===== src/rtl/kbl_pkg.sv =====
// Shared constants and types for the keyboard scan-code link
package kbl_pkg;
  localparam int CLK_HZ        = 50_000_000;
  localparam int CLK_MHZ       = CLK_HZ / 1_000_000;
  localparam int H2K_BAUD      = 305;
  localparam int K2H_BAUD      = 2440;
  localparam int H2K_BIT_CYC   = CLK_HZ / H2K_BAUD;
  localparam int K2H_BIT_CYC   = CLK_HZ / K2H_BAUD;
  localparam int REPEAT_DELAY_MS  = 500;
  localparam int REPEAT_PERIOD_MS = 100;
  localparam int REPEAT_DELAY_CYC  = CLK_HZ / 1000 * REPEAT_DELAY_MS;
  localparam int REPEAT_PERIOD_CYC = CLK_HZ / 1000 * REPEAT_PERIOD_MS;
  localparam int SETTLE_NS     = 160;
  localparam int SETTLE_CYC    = (SETTLE_NS * CLK_MHZ + 999) / 1000;
  localparam int MATRIX_ROWS   = 7;
  localparam int MATRIX_COLS   = 16;
  localparam bit ODD_PARITY_DEFAULT = 1'b1;
  // Frame: start, 8 data LSB first, parity, stop
  localparam int FRAME_BITS    = 11;
  localparam int FR_DATA_LSB   = 1;
  localparam int FR_PAR        = 9;
  localparam int FR_STOP       = 10;
  // Link bytes
  localparam logic [7:0] CMD_SELFTEST = 8'h01;
  localparam logic [7:0] CMD_READY    = 8'h02;
  localparam logic [7:0] STAT_OK      = 8'hAA;
  localparam logic [7:0] STAT_FAIL    = 8'hFC;
  localparam logic [3:0] MODE_ID      = 4'hF;
  localparam int REPEAT_BIT    = 7;
  // Modifier bits in the mode nibble and their key positions
  localparam int MOD_SHIFT     = 0;
  localparam int MOD_ALT       = 1;
  localparam int MOD_CAPS      = 2;
  localparam int MOD_CTRL      = 3;
  localparam logic [6:0] KEY_SHIFT = 7'h60;
  localparam logic [6:0] KEY_ALT   = 7'h61;
  localparam logic [6:0] KEY_CAPS  = 7'h62;
  localparam logic [6:0] KEY_CTRL  = 7'h63;
  // Host register map
  localparam logic [3:0] REG_CTRL   = 4'h0;
  localparam logic [3:0] REG_STATUS = 4'h4;
  localparam logic [3:0] REG_KEY    = 4'h8;
  localparam int CTRL_TEST_BIT  = 0;
  localparam int CTRL_READY_BIT = 1;
  localparam int ST_DONE_BIT    = 0;
  localparam int ST_PASS_BIT    = 1;
  localparam int ST_KEY_BIT     = 2;
  localparam int ST_ERR_BIT     = 3;
  localparam int ST_BUSY_BIT    = 4;
  localparam int KEY_MODS_LSB   = 8;

  typedef enum logic [6:0] {
    KS_IDLE    = 7'h01,
    KS_TEST    = 7'h02,
    KS_STAT_TX = 7'h04,
    KS_WAIT    = 7'h08,
    KS_SCAN    = 7'h10,
    KS_MODE_TX = 7'h20,
    KS_CODE_TX = 7'h40
  } kbl_kstate_type;

  function automatic logic parityOf(input logic [7:0] d, input logic odd);
    return odd ? ~^d : ^d;
  endfunction
endpackage


===== src/rtl/kbl_if.sv =====
// Two serial lines between keyboard and host
`timescale 1ns/1ps
interface kbl_if;
  logic kbdToHost;
  logic hostToKbd;
  modport keyboard(output kbdToHost, input hostToKbd);
  modport host(input kbdToHost, output hostToKbd);
endinterface


===== src/rtl/kbl_uart.sv =====
// Asynchronous 11-bit frame transmitter and receiver
`timescale 1ns/1ps
module kbl_uart #(
  parameter int TX_CYC     = kbl_pkg::K2H_BIT_CYC,
  parameter int RX_CYC     = kbl_pkg::H2K_BIT_CYC,
  parameter bit ODD_PARITY = kbl_pkg::ODD_PARITY_DEFAULT
) (
  // Clock and reset
  input  wire logic       clock,
  input  wire logic       nrst,
  // Transmit side
  input  wire logic       txStart,
  input  wire logic [7:0] txData,
  output logic            txBusy,
  output logic            txLine,
  // Receive side
  input  wire logic       rxLine,
  output logic [7:0]      rxData,
  output logic            rxValid,
  output logic            rxErr
);
  import kbl_pkg::*;
  localparam int TW = $clog2(TX_CYC + 1);
  localparam int RW = $clog2(RX_CYC + 1);
  localparam logic [TW-1:0] TX_RELOAD = TW'(TX_CYC - 1);
  localparam logic [RW-1:0] RX_RELOAD = RW'(RX_CYC - 1);
  localparam logic [RW-1:0] RX_HALF   = RW'(RX_CYC / 2);
  localparam logic [3:0]    BITS_LAST = 4'(FRAME_BITS - 1);

  logic [9:0]            txShift_q;
  logic [3:0]            txBits_q;
  logic [TW-1:0]         txCnt_q;
  logic                  rxBusy_q;
  logic [3:0]            rxBits_q;
  logic [RW-1:0]         rxCnt_q;
  logic [FRAME_BITS-1:0] rxShift_q;
  logic [FRAME_BITS-1:0] rxNext;
  logic                  rxBad;

  assign rxNext = {rxLine, rxShift_q[FRAME_BITS-1:1]};
  assign rxBad  = !rxNext[FR_STOP] ||
                  (rxNext[FR_PAR] !=
                   parityOf(rxNext[FR_PAR-1:FR_DATA_LSB], ODD_PARITY));

  // Line idles at mark; LSB first with parity before stop
  always_ff @(posedge clock or negedge nrst) begin
    if (!nrst) begin
      txLine    <= 1'b1;
      txBusy    <= 1'b0;
      txShift_q <= '0;
      txBits_q  <= '0;
      txCnt_q   <= '0;
    end else if (!txBusy && txStart) begin
      txShift_q <= {1'b1, parityOf(txData, ODD_PARITY), txData};
      txLine    <= 1'b0;
      txBusy    <= 1'b1;
      txBits_q  <= BITS_LAST;
      txCnt_q   <= TX_RELOAD;
    end else if (txBusy) begin
      if (txCnt_q != '0) begin
        txCnt_q <= txCnt_q - 1'b1;
      end else if (txBits_q == '0) begin
        txBusy <= 1'b0;
      end else begin
        txLine    <= txShift_q[0];
        txShift_q <= {1'b1, txShift_q[9:1]};
        txBits_q  <= txBits_q - 1'b1;
        txCnt_q   <= TX_RELOAD;
      end
    end
  end

  // Samples mid-bit; a start bit gone high at its middle is a glitch
  always_ff @(posedge clock or negedge nrst) begin
    if (!nrst) begin
      rxBusy_q  <= 1'b0;
      rxBits_q  <= '0;
      rxCnt_q   <= '0;
      rxShift_q <= '0;
      rxData    <= '0;
      rxValid   <= 1'b0;
      rxErr     <= 1'b0;
    end else begin
      rxValid <= 1'b0;
      rxErr   <= 1'b0;
      if (!rxBusy_q) begin
        if (!rxLine) begin
          rxBusy_q <= 1'b1;
          rxBits_q <= '0;
          rxCnt_q  <= RX_HALF;
        end
      end else if (rxCnt_q != '0) begin
        rxCnt_q <= rxCnt_q - 1'b1;
      end else if (rxBits_q == '0 && rxLine) begin
        rxBusy_q <= 1'b0;
      end else begin
        rxShift_q <= rxNext;
        rxCnt_q   <= RX_RELOAD;
        rxBits_q  <= rxBits_q + 1'b1;
        if (rxBits_q == BITS_LAST) begin
          rxBusy_q <= 1'b0;
          rxData   <= rxNext[FR_PAR-1:FR_DATA_LSB];
          rxValid  <= !rxBad;
          rxErr    <= rxBad;
        end
      end
    end
  end
endmodule


===== src/rtl/kbl_keyboard.sv =====
// Keyboard end: matrix scan, self-test handshake, scan-code reports
//
// Added by the designer: the register addresses and the address-and-strobe port.
`timescale 1ns/1ps
// Summary of operation
// - Host asks for keyboard self-test at power-up
// - Keyboard tests itself, returns OK or Not OK
// - Host signals ready; keyboard waits before reporting
// - Host to keyboard runs at 305 baud
// - Keyboard to host runs at 2440 baud
// - Keys found by driving scan, sensing returns
// - Keys reported as position codes, never characters
// - Each key event gives one or two bytes
// - Shift, alternate, capitals latch, control are modifiers
// - Mode byte sent only when modifiers changed
// - Mode byte always followed by scan byte
// - During auto-repeat modifiers frozen, no mode byte
// - Mode byte: identifier, four modifier bits, parity
// - Scan byte: seven-bit code, repeat bit, parity
module kbl_keyboard #(
  parameter int ROWS          = kbl_pkg::MATRIX_ROWS,
  parameter int COLS          = kbl_pkg::MATRIX_COLS,
  parameter int TX_CYC        = kbl_pkg::K2H_BIT_CYC,
  parameter int RX_CYC        = kbl_pkg::H2K_BIT_CYC,
  parameter int REPEAT_DELAY  = kbl_pkg::REPEAT_DELAY_CYC,
  parameter int REPEAT_PERIOD = kbl_pkg::REPEAT_PERIOD_CYC,
  parameter bit ODD_PARITY    = kbl_pkg::ODD_PARITY_DEFAULT
) (
  // Clock and reset
  input  wire logic            clock,
  input  wire logic            nrst,
  // Link to the host
  kbl_if.keyboard              link,
  // Key-switch matrix
  output logic [ROWS-1:0]      scanDrive,
  input  wire logic [COLS-1:0] returnSense,
  // Status
  output logic                 hostReady
);
  import kbl_pkg::*;
  localparam int RW = $clog2(ROWS);
  localparam int CW = $clog2(COLS);
  // Timer sized for the longer of delay and period, so neither load wraps
  localparam int TW = $clog2((REPEAT_DELAY > REPEAT_PERIOD ?
                              REPEAT_DELAY : REPEAT_PERIOD) + 1);
  localparam int SW = $clog2(SETTLE_CYC + 1);
  localparam int KEYS = ROWS * COLS;
  localparam logic [RW-1:0] ROW_LAST = RW'(ROWS - 1);
  localparam logic [CW-1:0] COL_LAST = CW'(COLS - 1);
  localparam logic [SW-1:0] SETTLE_RELOAD = SW'(SETTLE_CYC - 1);
  localparam logic [TW-1:0] DELAY_LOAD  = TW'(REPEAT_DELAY);
  localparam logic [TW-1:0] PERIOD_LOAD = TW'(REPEAT_PERIOD);

  kbl_kstate_type state_q;
  logic [RW-1:0]   rowIdx_q;
  logic [CW-1:0]   colIdx_q;
  logic [SW-1:0]   settle_q;
  logic [KEYS-1:0] keyDown_q;
  logic [3:0]      mods_q;
  logic [3:0]      lastMods_q;
  logic [6:0]      pendCode_q;
  logic            pendRep_q;
  logic [6:0]      heldCode_q;
  logic            heldValid_q;
  logic            repeatOn_q;
  logic [TW-1:0]   repTimer_q;
  logic            testFail_q;
  logic            launched_q;
  logic            txBusy;
  logic            txLine;
  logic [7:0]      rxData;
  logic            rxValid;
  logic [7:0]      txByte;
  logic [6:0]      keyIdx;
  logic            scanning;
  logic            sample;
  logic            closed;
  logic            wasDown;
  logic            lastKey;
  logic            isMod;
  logic            canTest;
  logic            gotTest;
  logic            gotReady;
  logic            newPress;
  logic            repeatDue;
  logic            txState;
  logic            txGo;
  logic            txDone;

  // Position code from row and column; never a character
  function automatic logic [6:0] codeOf(input logic [RW-1:0] r,
                                         input logic [CW-1:0] c);
    return 7'(int'(r) * COLS + int'(c));
  endfunction

  // Link bit rates: 2440 out, 305 in
  kbl_uart #(
    .TX_CYC     (TX_CYC),
    .RX_CYC     (RX_CYC),
    .ODD_PARITY (ODD_PARITY)
  ) uart (
    .clock   (clock),
    .nrst    (nrst),
    .txStart (txGo),
    .txData  (txByte),
    .txBusy  (txBusy),
    .txLine  (txLine),
    .rxLine  (link.hostToKbd),
    .rxData  (rxData),
    .rxValid (rxValid),
    .rxErr   ()
  );
  assign link.kbdToHost = txLine;

  assign keyIdx   = codeOf(rowIdx_q, colIdx_q);
  assign scanning = (state_q == KS_TEST) || (state_q == KS_SCAN);
  assign sample   = scanning && (settle_q == '0);
  assign closed   = returnSense[colIdx_q];
  assign wasDown  = keyDown_q[keyIdx];
  assign lastKey  = (rowIdx_q == ROW_LAST) && (colIdx_q == COL_LAST);
  // Exactly four modifier positions
  assign isMod    = (keyIdx == KEY_SHIFT) || (keyIdx == KEY_ALT) ||
                    (keyIdx == KEY_CAPS) || (keyIdx == KEY_CTRL);
  assign canTest  = (state_q == KS_IDLE) || (state_q == KS_WAIT) ||
                    (state_q == KS_SCAN);
  assign gotTest  = canTest && rxValid && (rxData == CMD_SELFTEST);
  assign gotReady = rxValid && (rxData == CMD_READY);
  assign newPress = sample && (state_q == KS_SCAN) && !gotTest &&
                    closed && !wasDown && !isMod;
  assign repeatDue = (state_q == KS_SCAN) && !gotTest && !newPress &&
                     heldValid_q && (repTimer_q == '0);
  assign txState  = (state_q == KS_STAT_TX) || (state_q == KS_MODE_TX) ||
                    (state_q == KS_CODE_TX);
  assign txGo     = txState && !launched_q && !txBusy;
  assign txDone   = txState && launched_q && !txBusy;

  // Frame contents
  always_comb begin
    case (state_q)
      KS_STAT_TX: txByte = testFail_q ? STAT_FAIL : STAT_OK;
      KS_MODE_TX: txByte = {MODE_ID, lastMods_q};
      default:    txByte = {pendRep_q, pendCode_q};
    endcase
  end

  // Handshake and report sequencing
  always_ff @(posedge clock or negedge nrst) begin
    if (!nrst) begin
      state_q <= KS_IDLE;
    end else begin
      case (state_q)
        KS_IDLE: begin
          if (gotTest) state_q <= KS_TEST;
        end
        KS_TEST: begin
          if (sample && lastKey) state_q <= KS_STAT_TX;
        end
        KS_STAT_TX: begin
          if (txDone) state_q <= KS_WAIT;
        end
        KS_WAIT: begin
          if (gotTest) begin
            state_q <= KS_TEST;
          end else if (gotReady) begin
            state_q <= KS_SCAN;
          end
        end
        KS_SCAN: begin
          if (gotTest) begin
            state_q <= KS_TEST;
          end else if (newPress && (mods_q != lastMods_q)) begin
            state_q <= KS_MODE_TX;
          end else if (newPress || repeatDue) begin
            state_q <= KS_CODE_TX;
          end
        end
        KS_MODE_TX: begin
          if (txDone) state_q <= KS_CODE_TX;
        end
        KS_CODE_TX: begin
          if (txDone) state_q <= KS_SCAN;
        end
        default: state_q <= KS_IDLE;
      endcase
    end
  end

  // One frame per transmit state; busy rises the edge after txGo
  always_ff @(posedge clock or negedge nrst) begin
    if (!nrst) begin
      launched_q <= 1'b0;
    end else if (txGo) begin
      launched_q <= 1'b1;
    end else if (txDone) begin
      launched_q <= 1'b0;
    end
  end

  // Matrix walk: one position per settle window
  always_ff @(posedge clock or negedge nrst) begin
    if (!nrst) begin
      rowIdx_q  <= '0;
      colIdx_q  <= '0;
      settle_q  <= SETTLE_RELOAD;
      scanDrive <= '0;
    end else begin
      scanDrive <= scanning ? (ROWS'(1) << rowIdx_q) : '0;
      if (gotTest) begin
        rowIdx_q <= '0;
        colIdx_q <= '0;
        settle_q <= SETTLE_RELOAD;
      end else if (scanning && settle_q != '0) begin
        settle_q <= settle_q - 1'b1;
      end else if (sample) begin
        settle_q <= SETTLE_RELOAD;
        if (colIdx_q == COL_LAST) begin
          colIdx_q <= '0;
          rowIdx_q <= (rowIdx_q == ROW_LAST) ? '0 : rowIdx_q + 1'b1;
        end else begin
          colIdx_q <= colIdx_q + 1'b1;
        end
      end
    end
  end

  // Keys held through the self-test are not reported afterwards
  always_ff @(posedge clock or negedge nrst) begin
    if (!nrst) begin
      keyDown_q <= '0;
    end else if (sample) begin
      keyDown_q[keyIdx] <= closed;
    end
  end

  // A key closed during the self-test fails it
  always_ff @(posedge clock or negedge nrst) begin
    if (!nrst) begin
      testFail_q <= 1'b0;
    end else if (gotTest) begin
      testFail_q <= 1'b0;
    end else if (state_q == KS_TEST && sample && closed) begin
      testFail_q <= 1'b1;
    end
  end

  // Modifier tracking, frozen while repeating
  always_ff @(posedge clock or negedge nrst) begin
    if (!nrst) begin
      mods_q <= '0;
    end else if (sample && state_q == KS_SCAN && !repeatOn_q) begin
      if (keyIdx == KEY_SHIFT) mods_q[MOD_SHIFT] <= closed;
      if (keyIdx == KEY_ALT)   mods_q[MOD_ALT]   <= closed;
      if (keyIdx == KEY_CTRL)  mods_q[MOD_CTRL]  <= closed;
      // Capitals latch toggles on each press
      if (keyIdx == KEY_CAPS && closed && !wasDown) begin
        mods_q[MOD_CAPS] <= !mods_q[MOD_CAPS];
      end
    end
  end

  // Pending report, held key and repeat timing
  always_ff @(posedge clock or negedge nrst) begin
    if (!nrst) begin
      lastMods_q  <= '0;
      pendCode_q  <= '0;
      pendRep_q   <= 1'b0;
      heldCode_q  <= '0;
      heldValid_q <= 1'b0;
      repeatOn_q  <= 1'b0;
      repTimer_q  <= '0;
    end else if (gotTest) begin
      heldValid_q <= 1'b0;
      repeatOn_q  <= 1'b0;
    end else if (newPress) begin
      pendCode_q  <= keyIdx;
      pendRep_q   <= 1'b0;
      heldCode_q  <= keyIdx;
      heldValid_q <= 1'b1;
      repeatOn_q  <= 1'b0;
      repTimer_q  <= DELAY_LOAD;
      lastMods_q  <= mods_q;
    end else if (repeatDue) begin
      pendCode_q <= heldCode_q;
      pendRep_q  <= 1'b1;
      repeatOn_q <= 1'b1;
      repTimer_q <= PERIOD_LOAD;
    end else if (sample && state_q == KS_SCAN && heldValid_q &&
                 keyIdx == heldCode_q && !closed) begin
      heldValid_q <= 1'b0;
      repeatOn_q  <= 1'b0;
    end else if (state_q == KS_SCAN && heldValid_q &&
                 repTimer_q != '0) begin
      repTimer_q <= repTimer_q - 1'b1;
    end
  end

  // Ready seen; a new self-test request withdraws it
  always_ff @(posedge clock or negedge nrst) begin
    if (!nrst) begin
      hostReady <= 1'b0;
    end else if (gotTest) begin
      hostReady <= 1'b0;
    end else if (state_q == KS_WAIT && gotReady) begin
      hostReady <= 1'b1;
    end
  end
endmodule


===== src/flat_wrapper.sv =====
// flat-port wrapper written by rule: the top's interface ports become plain ports
module kbl_keyboard_flat import kbl_pkg::*;
#(
  parameter int ROWS          = kbl_pkg::MATRIX_ROWS,
  parameter int COLS          = kbl_pkg::MATRIX_COLS,
  parameter int TX_CYC        = kbl_pkg::K2H_BIT_CYC,
  parameter int RX_CYC        = kbl_pkg::H2K_BIT_CYC,
  parameter int REPEAT_DELAY  = kbl_pkg::REPEAT_DELAY_CYC,
  parameter int REPEAT_PERIOD = kbl_pkg::REPEAT_PERIOD_CYC,
  parameter bit ODD_PARITY    = kbl_pkg::ODD_PARITY_DEFAULT
)
  (clock, nrst, scanDrive, returnSense, hostReady, link_kbdToHost, link_hostToKbd);
  kbl_if link_i ();
  input  wire logic clock;
  input  wire logic nrst;
  output logic [ROWS-1:0] scanDrive;
  input  wire logic [COLS-1:0] returnSense;
  output logic hostReady;
  output wire logic [$bits(link_i.kbdToHost)-1:0] link_kbdToHost;
  input wire logic [$bits(link_i.hostToKbd)-1:0] link_hostToKbd;
  assign link_kbdToHost = link_i.kbdToHost;
  assign link_i.hostToKbd = link_hostToKbd;
  kbl_keyboard #(.ROWS(ROWS), .COLS(COLS), .TX_CYC(TX_CYC), .RX_CYC(RX_CYC), .REPEAT_DELAY(REPEAT_DELAY), .REPEAT_PERIOD(REPEAT_PERIOD), .ODD_PARITY(ODD_PARITY)) u_core (.clock(clock), .nrst(nrst), .link(link_i), .scanDrive(scanDrive), .returnSense(returnSense), .hostReady(hostReady));
endmodule

===== config.mk =====
export PLATFORM = sky130hd
export DESIGN_NAME = kbl_keyboard_flat
export DESIGN_NICKNAME = d
export VERILOG_FILES = /design/src/rtl/kbl_pkg.sv /design/src/rtl/kbl_if.sv /design/src/rtl/kbl_uart.sv /design/src/rtl/kbl_keyboard.sv /design/src/flat_wrapper.sv
export SDC_FILE = /design/constraint.sdc
export NUM_CORES = 1
export LEC_CHECK = 0
export ABC_CLOCK_PERIOD_IN_PS = 4100
export BUFFER_PORTS_ARGS = -buffer_cell sky130_fd_sc_hd__buf_2
export CAP_MARGIN = 20
export CORE_MARGIN = 2
export CORE_UTILIZATION = 40
export CTS_CLUSTER_SIZE = 30
export DETAILED_ROUTE_END_ITERATION = 12
export MAX_ROUTING_LAYER = met4
export SYNTH_ARGS = -nofsm -noshare
export SYNTH_HDL_FRONTEND = slang
export SYNTH_HIERARCHICAL = 1
export SYNTH_SLANG_ARGS = --single-unit

===== constraint.sdc =====
create_clock -name clock -period 4.1 [get_ports clock]
set_clock_uncertainty 0.15 [all_clocks]
set_input_delay 0.41 -clock clock [delete_from_list [all_inputs] [get_ports clock]]
set_output_delay 0.41 -clock clock [all_outputs]
set_load 0.005 [all_outputs]

==> results of run 1 <==
## through the flow
step,utilization,cell area (um2),hold WS [ps],cells,setup slack [ps]
after floorplan,-,13800,-35.6,1433,732
after global placement,0.425,14300,305,1854,646
after detailed placement,0.425,14300,314,1854,544
after CTS,0.457,15400,12.7,1911,511
after global routing,0.457,15400,57.1,1912,187
final,0.457,15400,33.8,1912,531
## registers in the layout, summed over array words and instances, names as in the netlist, 3 cells and up
name                   flops
u_core/pendCode_q          7
u_core/uart/txCnt_q       15
u_core/colIdx_q            4
u_core/uart/txBits_q       4
u_core/uart/rxShift_q      9
u_core/uart/rxBits_q       4
u_core/lastMods_q          4
u_core/rowIdx_q            3
u_core/state_q             7
u_core/keyDown_q         112
u_core/uart/rxData         8
u_core/repTimer_q         25
u_core/uart/txShift_q     10
u_core/scanDrive           7
u_core/uart/rxCnt_q       18
u_core/settle_q            4
u_core/heldCode_q          7
u_core/mods_q              4
## worst paths after layout
check                                                 startpoint                                 end  slack (ps)
worst max-delay path              u_core/colIdx_q[1]$_DFFE_PN0P_    u_core/repTimer_q[5]$_DFFE_PN0P_         530
worst min-delay path                              link_hostToKbd       u_core/uart/rxValid$_DFF_PN0_          30
worst max register to register    u_core/colIdx_q[1]$_DFFE_PN0P_    u_core/repTimer_q[5]$_DFFE_PN0P_         530
worst min register to register  u_core/keyDown_q[34]$_DFFE_PN0P_    u_core/keyDown_q[34]$_DFFE_PN0P_         330
max in group asynchronous                                   nrst    u_core/keyDown_q[12]$_DFFE_PN0P_        2450
min in group asynchronous                                   nrst  u_core/uart/txCnt_q[4]$_DFFE_PN0P_         390
## cell type report
class / count / area share
Tap cell: 448 / 0.0364
Antenna cell: 1 / 0.000163
Clock buffer: 44 / 0.0567
Sequential cell: 262 / 0.426
Multi-Input combinational cell: 1054 / 0.434
Clock inverter: 12 / 0.0115
Inverter: 29 / 0.00707
Timing Repair Buffer: 62 / 0.0275
## worst register-to-register path, delay by kind of cell, from the launching register on
kind,cells,cell delay (ps)
and+or+nand+nor,5,1670
DFF,1,720
AOI/OAI and AO/OA,3,560
buffers and inverters,1,320
## repair_timing
action / in CTS / in global routing
hold buffers: 1 / 0
hold endpoints to repair: 108 / 0
endpoints found under the setup margin: 0 / 0
## power by group
part	switching [W]	internal, W	leakage (nW)	total, W
clock network	0.00109	0.00172	0.516	0.00281
logic	0.0000856	0.0000215	2.85	0.000107
registers	0.00000270	0.00259	2.80	0.00259
## routing by layer
metal / global-route usage / wire (um) / vias up
li1: - / - / 5211
met4: 0.0602 / 817 / 0
met2: 0.312 / 15500 / 196
met3: 0.0256 / 1310 / 64
met1: 0.268 / 16100 / 5115
met5: - / 0 / -
==> flow_summary.json, run 1 <==
{
  "syn2layout_area_growth_pct": 12.0,
  "row_count": 67,
  "cts_sinks": 262,
  "finalPower_w": 0.00551,
  "firstDrtPassIters": 6,
  "overflow": 0,
  "start_util": 0.408,
  "worstSetupPathType": "reg2reg",
  "fp.dieW_um": 189,
  "power_density_nw_per_um2": 358,
  "cts_buffers": 30,
  "clkLatencyLatePin_ps": 570,
  "totalWireLength_mm": 33.7,
  "final_common_cell": "dfrtp_1",
  "setup_viol": 0,
  "fillers": 3219,
  "io_pins": 28,
  "critPathBufInv": 1,
  "r2r_cells": 9,
  "grt_pass1_vias": 10600,
  "irDropWorstVdd_uv": 316,
  "vias_per_cell": 5.54,
  "fp.dieArea_um2": 35900,
  "most-common-layout-cells": "dfrtp_1 (256), nand2_1 (234), o21ai_0 (129), mux2i_1 (77), nor2_1 (70)",
  "cts_setup_buffers": 0,
  "finalMaxSlewViolations": 0,
  "crit_chain": "buf_4 > nand2b_1 > o22ai_1 > o21ai_0 > a41oi_1 > nor4_2 > nand2_2 > nand2_1 > nor2_1",
  "hold_class": "in2reg",
  "syn_avg_cell_area_um2": 9.60,
  "antenna_found_initial": 1,
  "rsz0062_at_grt": "false",
  "grt_max_degree": 118,
  "drc": 0,
  "final_nets": 1472,
  "arrival_ps": 3840,
  "syn_area_um2": 13800,
  "avgRoutedWirePerCell_um": 17.6,
  "startpoint_type": "flop",
  "coreArea_um2": 33700,
  "slew_headroom": 0.273,
  "cts_tree": "yes",
  "required_ps": 4370,
  "fin_tns_setup_ps": 0,
  "clkSlewWorstSetupHoldPaths_ps": 60,
  "period_share": 0.871,
  "outcome": "finished, final reports clean",
  "hpwl_mm": 22.8,
  "synth_nets": 1466,
  "cts-root-buf": "clkbuf_16",
  "seq_area_um2": 6570,
  "ys_warn_count": 6,
  "drv_cap": 0,
  "max_freq_mhz": 280,
  "grt_pass1_wl_mm": 56.6,
  "hold_viol_final": 0,
  "whs_path_depth": 3,
  "syn_inst": 1433,
  "drive_gt1_frac": 0.131,
  "cp_top_family": "simple AND/OR/NAND/NOR gates",
  "cp_max_fo": 27,
  "leakagePower_nw": 6.16,
  "cts_max_level": 1,
  "crit_cells": 9,
  "critPathSlowestCell": "dfrtp_1",
  "max_stage_delay_ps": 720,
  "io_buffers": 27,
  "final_antenna_net_count": 0,
  "clk_path_buf_depth": 3,
  "grt_usage": 0.198,
  "ctsResizeCount": 0,
  "routabilityCongestion": 0.889,
  "fp.dieH_um": 189,
  "worst_pin_slew_ps": 1090,
  "first_iter_violations": 743,
  "fin_crit_ps": 3570,
  "dr_total_vias": 10600,
  "multiInputGateArea_um2": 6690,
  "endpoint_kind": "flop"
}
No activity file was read; power rests on OpenSTA's default activity.
==> run 2: changes to the inputs <==
--- a/config.mk
+++ b/config.mk
@@ -5,6 +5,7 @@
 export SDC_FILE = /design/constraint.sdc
 export NUM_CORES = 1
 export LEC_CHECK = 0
+export ABC_AREA = 1
 export ABC_CLOCK_PERIOD_IN_PS = 4100
 export BUFFER_PORTS_ARGS = -buffer_cell sky130_fd_sc_hd__buf_2
 export CAP_MARGIN = 20
@@ -12,6 +13,7 @@
 export CORE_UTILIZATION = 40
 export CTS_CLUSTER_SIZE = 30
 export DETAILED_ROUTE_END_ITERATION = 12
+export GPL_ROUTABILITY_DRIVEN = 0
 export MAX_ROUTING_LAYER = met4
 export SYNTH_ARGS = -nofsm -noshare
 export SYNTH_HDL_FRONTEND = slang
==> flow_summary.json, run 2 <==
{
  "outcome": "finished, final reports clean",
  "fillers": 3603,
  "hold_class": "in2reg",
  "grt_pass1_vias": 11900,
  "crit_cells": 16,
  "min-delay-start": "link_hostToKbd",
  "worstSetupPathType": "reg2reg",
  "coreArea_um2": 36500,
  "leakagePower_nw": 7.81,
  "grt_max_degree": 127,
  "hold_viol_final": 0,
  "overflow": 0,
  "cts_sinks": 262,
  "startpoint_type": "flop",
  "critPathBufInv": 2,
  "endpoint_kind": "flop",
  "syn2layout_area_growth_pct": 10.5,
  "cts_setup_buffers": 0,
  "whs_path_depth": 3,
  "crit_top_cell": "nor2_1",
  "vias_per_cell": 4.98,
  "dr_total_vias": 12200,
  "max_freq_mhz": 282,
  "worst_pin_slew_ps": 1020,
  "cts_max_level": 2,
  "fp.dieArea_um2": 38600,
  "syn_inst": 1942,
  "slew_headroom": 0.318,
  "r2r_setup_slack_ps": 550,
  "final_nets": 1997,
  "totalWireLength_mm": 36.3,
  "hold_end": "u_core/uart/rxValid$_DFF_PN0_",
  "first_iter_violations": 876,
  "firstDrtPassIters": 5,
  "most-common-layout-cells": "nand2_1 (484), nor2_1 (291), inv_1 (286), dfrtp_1 (256), nand3_1 (121)",
  "synth_nets": 1975,
  "reg2reg_from": "u_core/colIdx_q[1]$_DFFE_PN0P_",
  "clkSlewWorstSetupHoldPaths_ps": 50,
  "crit_chain": "inv_1 > nor2_1 > buf_4 > nand3_1 > nand2_1 > nor2_1 > nor2_1 > nor2_1 > nand2_1 > nand2_1 > nand2_1 > nor2_4 > nand2_4 > nand3_2 > a21oi_1 > nor2_1",
  "reg.largest.list": "u_core/keyDown_q: 112 flops, u_core/repTimer_q: 25 flops, u_core/uart/rxCnt_q: 18 flops",
  "drive_gt1_frac": 0.0858,
  "fin_crit_ps": 3550,
  "cts-root-buf": "clkbuf_16",
  "cp_top_family": "simple AND/OR/NAND/NOR gates",
  "irDropWorstVdd_uv": 192,
  "required_ps": 4330,
  "cts_tree": "yes",
  "hold_buffers": 1,
  "arrival_ps": 3770,
  "syn_area_um2": 14800,
  "fp.dieW_um": 196,
  "hpwl_mm": 24.1,
  "timing.rr.end": "u_core/repTimer_q[7]$_DFFE_PN0P_",
  "final_common_cell": "nand2_1",
  "seq_area_um2": 6560,
  "period_share": 0.865,
  "fin_tns_setup_ps": 0,
  "multiInputGateArea_um2": 6740,
  "clk_path_buf_depth": 3,
  "final_antenna_net_count": 0,
  "fp.dieH_um": 196,
  "io_pins": 28,
  "clkLatencyLatePin_ps": 520,
  "cts_buffers": 34,
  "max_stage_delay_ps": 690,
  "grt_pass1_wl_mm": 61.1,
  "ys_warn_count": 6,
  "ctsResizeCount": 0,
  "hold_ws_ps": 74.8,
  "finalMaxSlewViolations": 0,
  "syn_avg_cell_area_um2": 7.63,
  "finalPower_w": 0.00560,
  "largest_reg_flops": 112,
  "setup_viol": 0,
  "regMostFlops": "u_core/keyDown_q",
  "critPathSlowestCell": "dfrtp_1",
  "power_density_nw_per_um2": 342,
  "cp_max_fo": 31,
  "antenna_found_initial": 0,
  "io_buffers": 27,
  "r2r_cells": 16,
  "drv_cap": 0,
  "drc": 0,
  "row_count": 70,
  "rsz0062_at_grt": "false",
  "start_util": 0.405,
  "num_antenna_cells": 0,
  "avgRoutedWirePerCell_um": 14.8,
  "grt_usage": 0.200
}
-- run 2: worst max path at each step --
stage,start,endpoint,slack [ps]
floorplan,u_core/state_q[1]$_DFFE_PN0P_,u_core/uart/txShift_q[3]$_DFFE_PN0P_,1460
global placement,u_core/colIdx_q[1]$_DFFE_PN0P_,u_core/repTimer_q[23]$_DFFE_PN0P_,760
detailed placement,u_core/colIdx_q[1]$_DFFE_PN0P_,u_core/repTimer_q[7]$_DFFE_PN0P_,650
CTS,u_core/colIdx_q[1]$_DFFE_PN0P_,u_core/repTimer_q[7]$_DFFE_PN0P_,620
global route,u_core/colIdx_q[1]$_DFFE_PN0P_,u_core/repTimer_q[7]$_DFFE_PN0P_,260
finish,u_core/colIdx_q[1]$_DFFE_PN0P_,u_core/repTimer_q[7]$_DFFE_PN0P_,550
-- run 2: final cells by class --
cell class,count,area share
Tap cell,468,0.0358
Multi-Input combinational cell,1323,0.412
Timing Repair Buffer,47,0.0190
Clock buffer,49,0.0598
Inverter,296,0.0680
Clock inverter,5,0.00497
Sequential cell,262,0.401
-- run 2: per-stage QoR --
stage	cell area, um2	worst slack (ps)	util	std cells
after floorplan	14800	1460	-	1942
after global placement	15300	755	0.419	2395
after detailed placement	15300	654	0.419	2395
after CTS	16400	618	0.448	2450
after global routing	16400	257	0.448	2450
final	16400	555	0.448	2450
-- run 2: metal layers --
layer / global-route usage / routed length [um] / vias to the layer above
met5: - / 0 / -
met4: 0.0477 / 654 / 0
met3: 0.0361 / 2110 / 46
met2: 0.310 / 16100 / 267
met1: 0.272 / 17400 / 5781
li1: - / - / 6119
-- run 2: tightest hold or removal path: cells and delay by family --
kind | cells | cell delay, ps
and+or+nand+nor | 2 | 130
buffers and inverters | 1 | 140
-- run 2: power breakdown --
group | switching [W] | internal, W
Sequential | 0.00000288 | 0.00260
Combinational | 0.0000930 | 0.0000257
Clock | 0.00111 | 0.00177
Total | 0.00121 | 0.00439
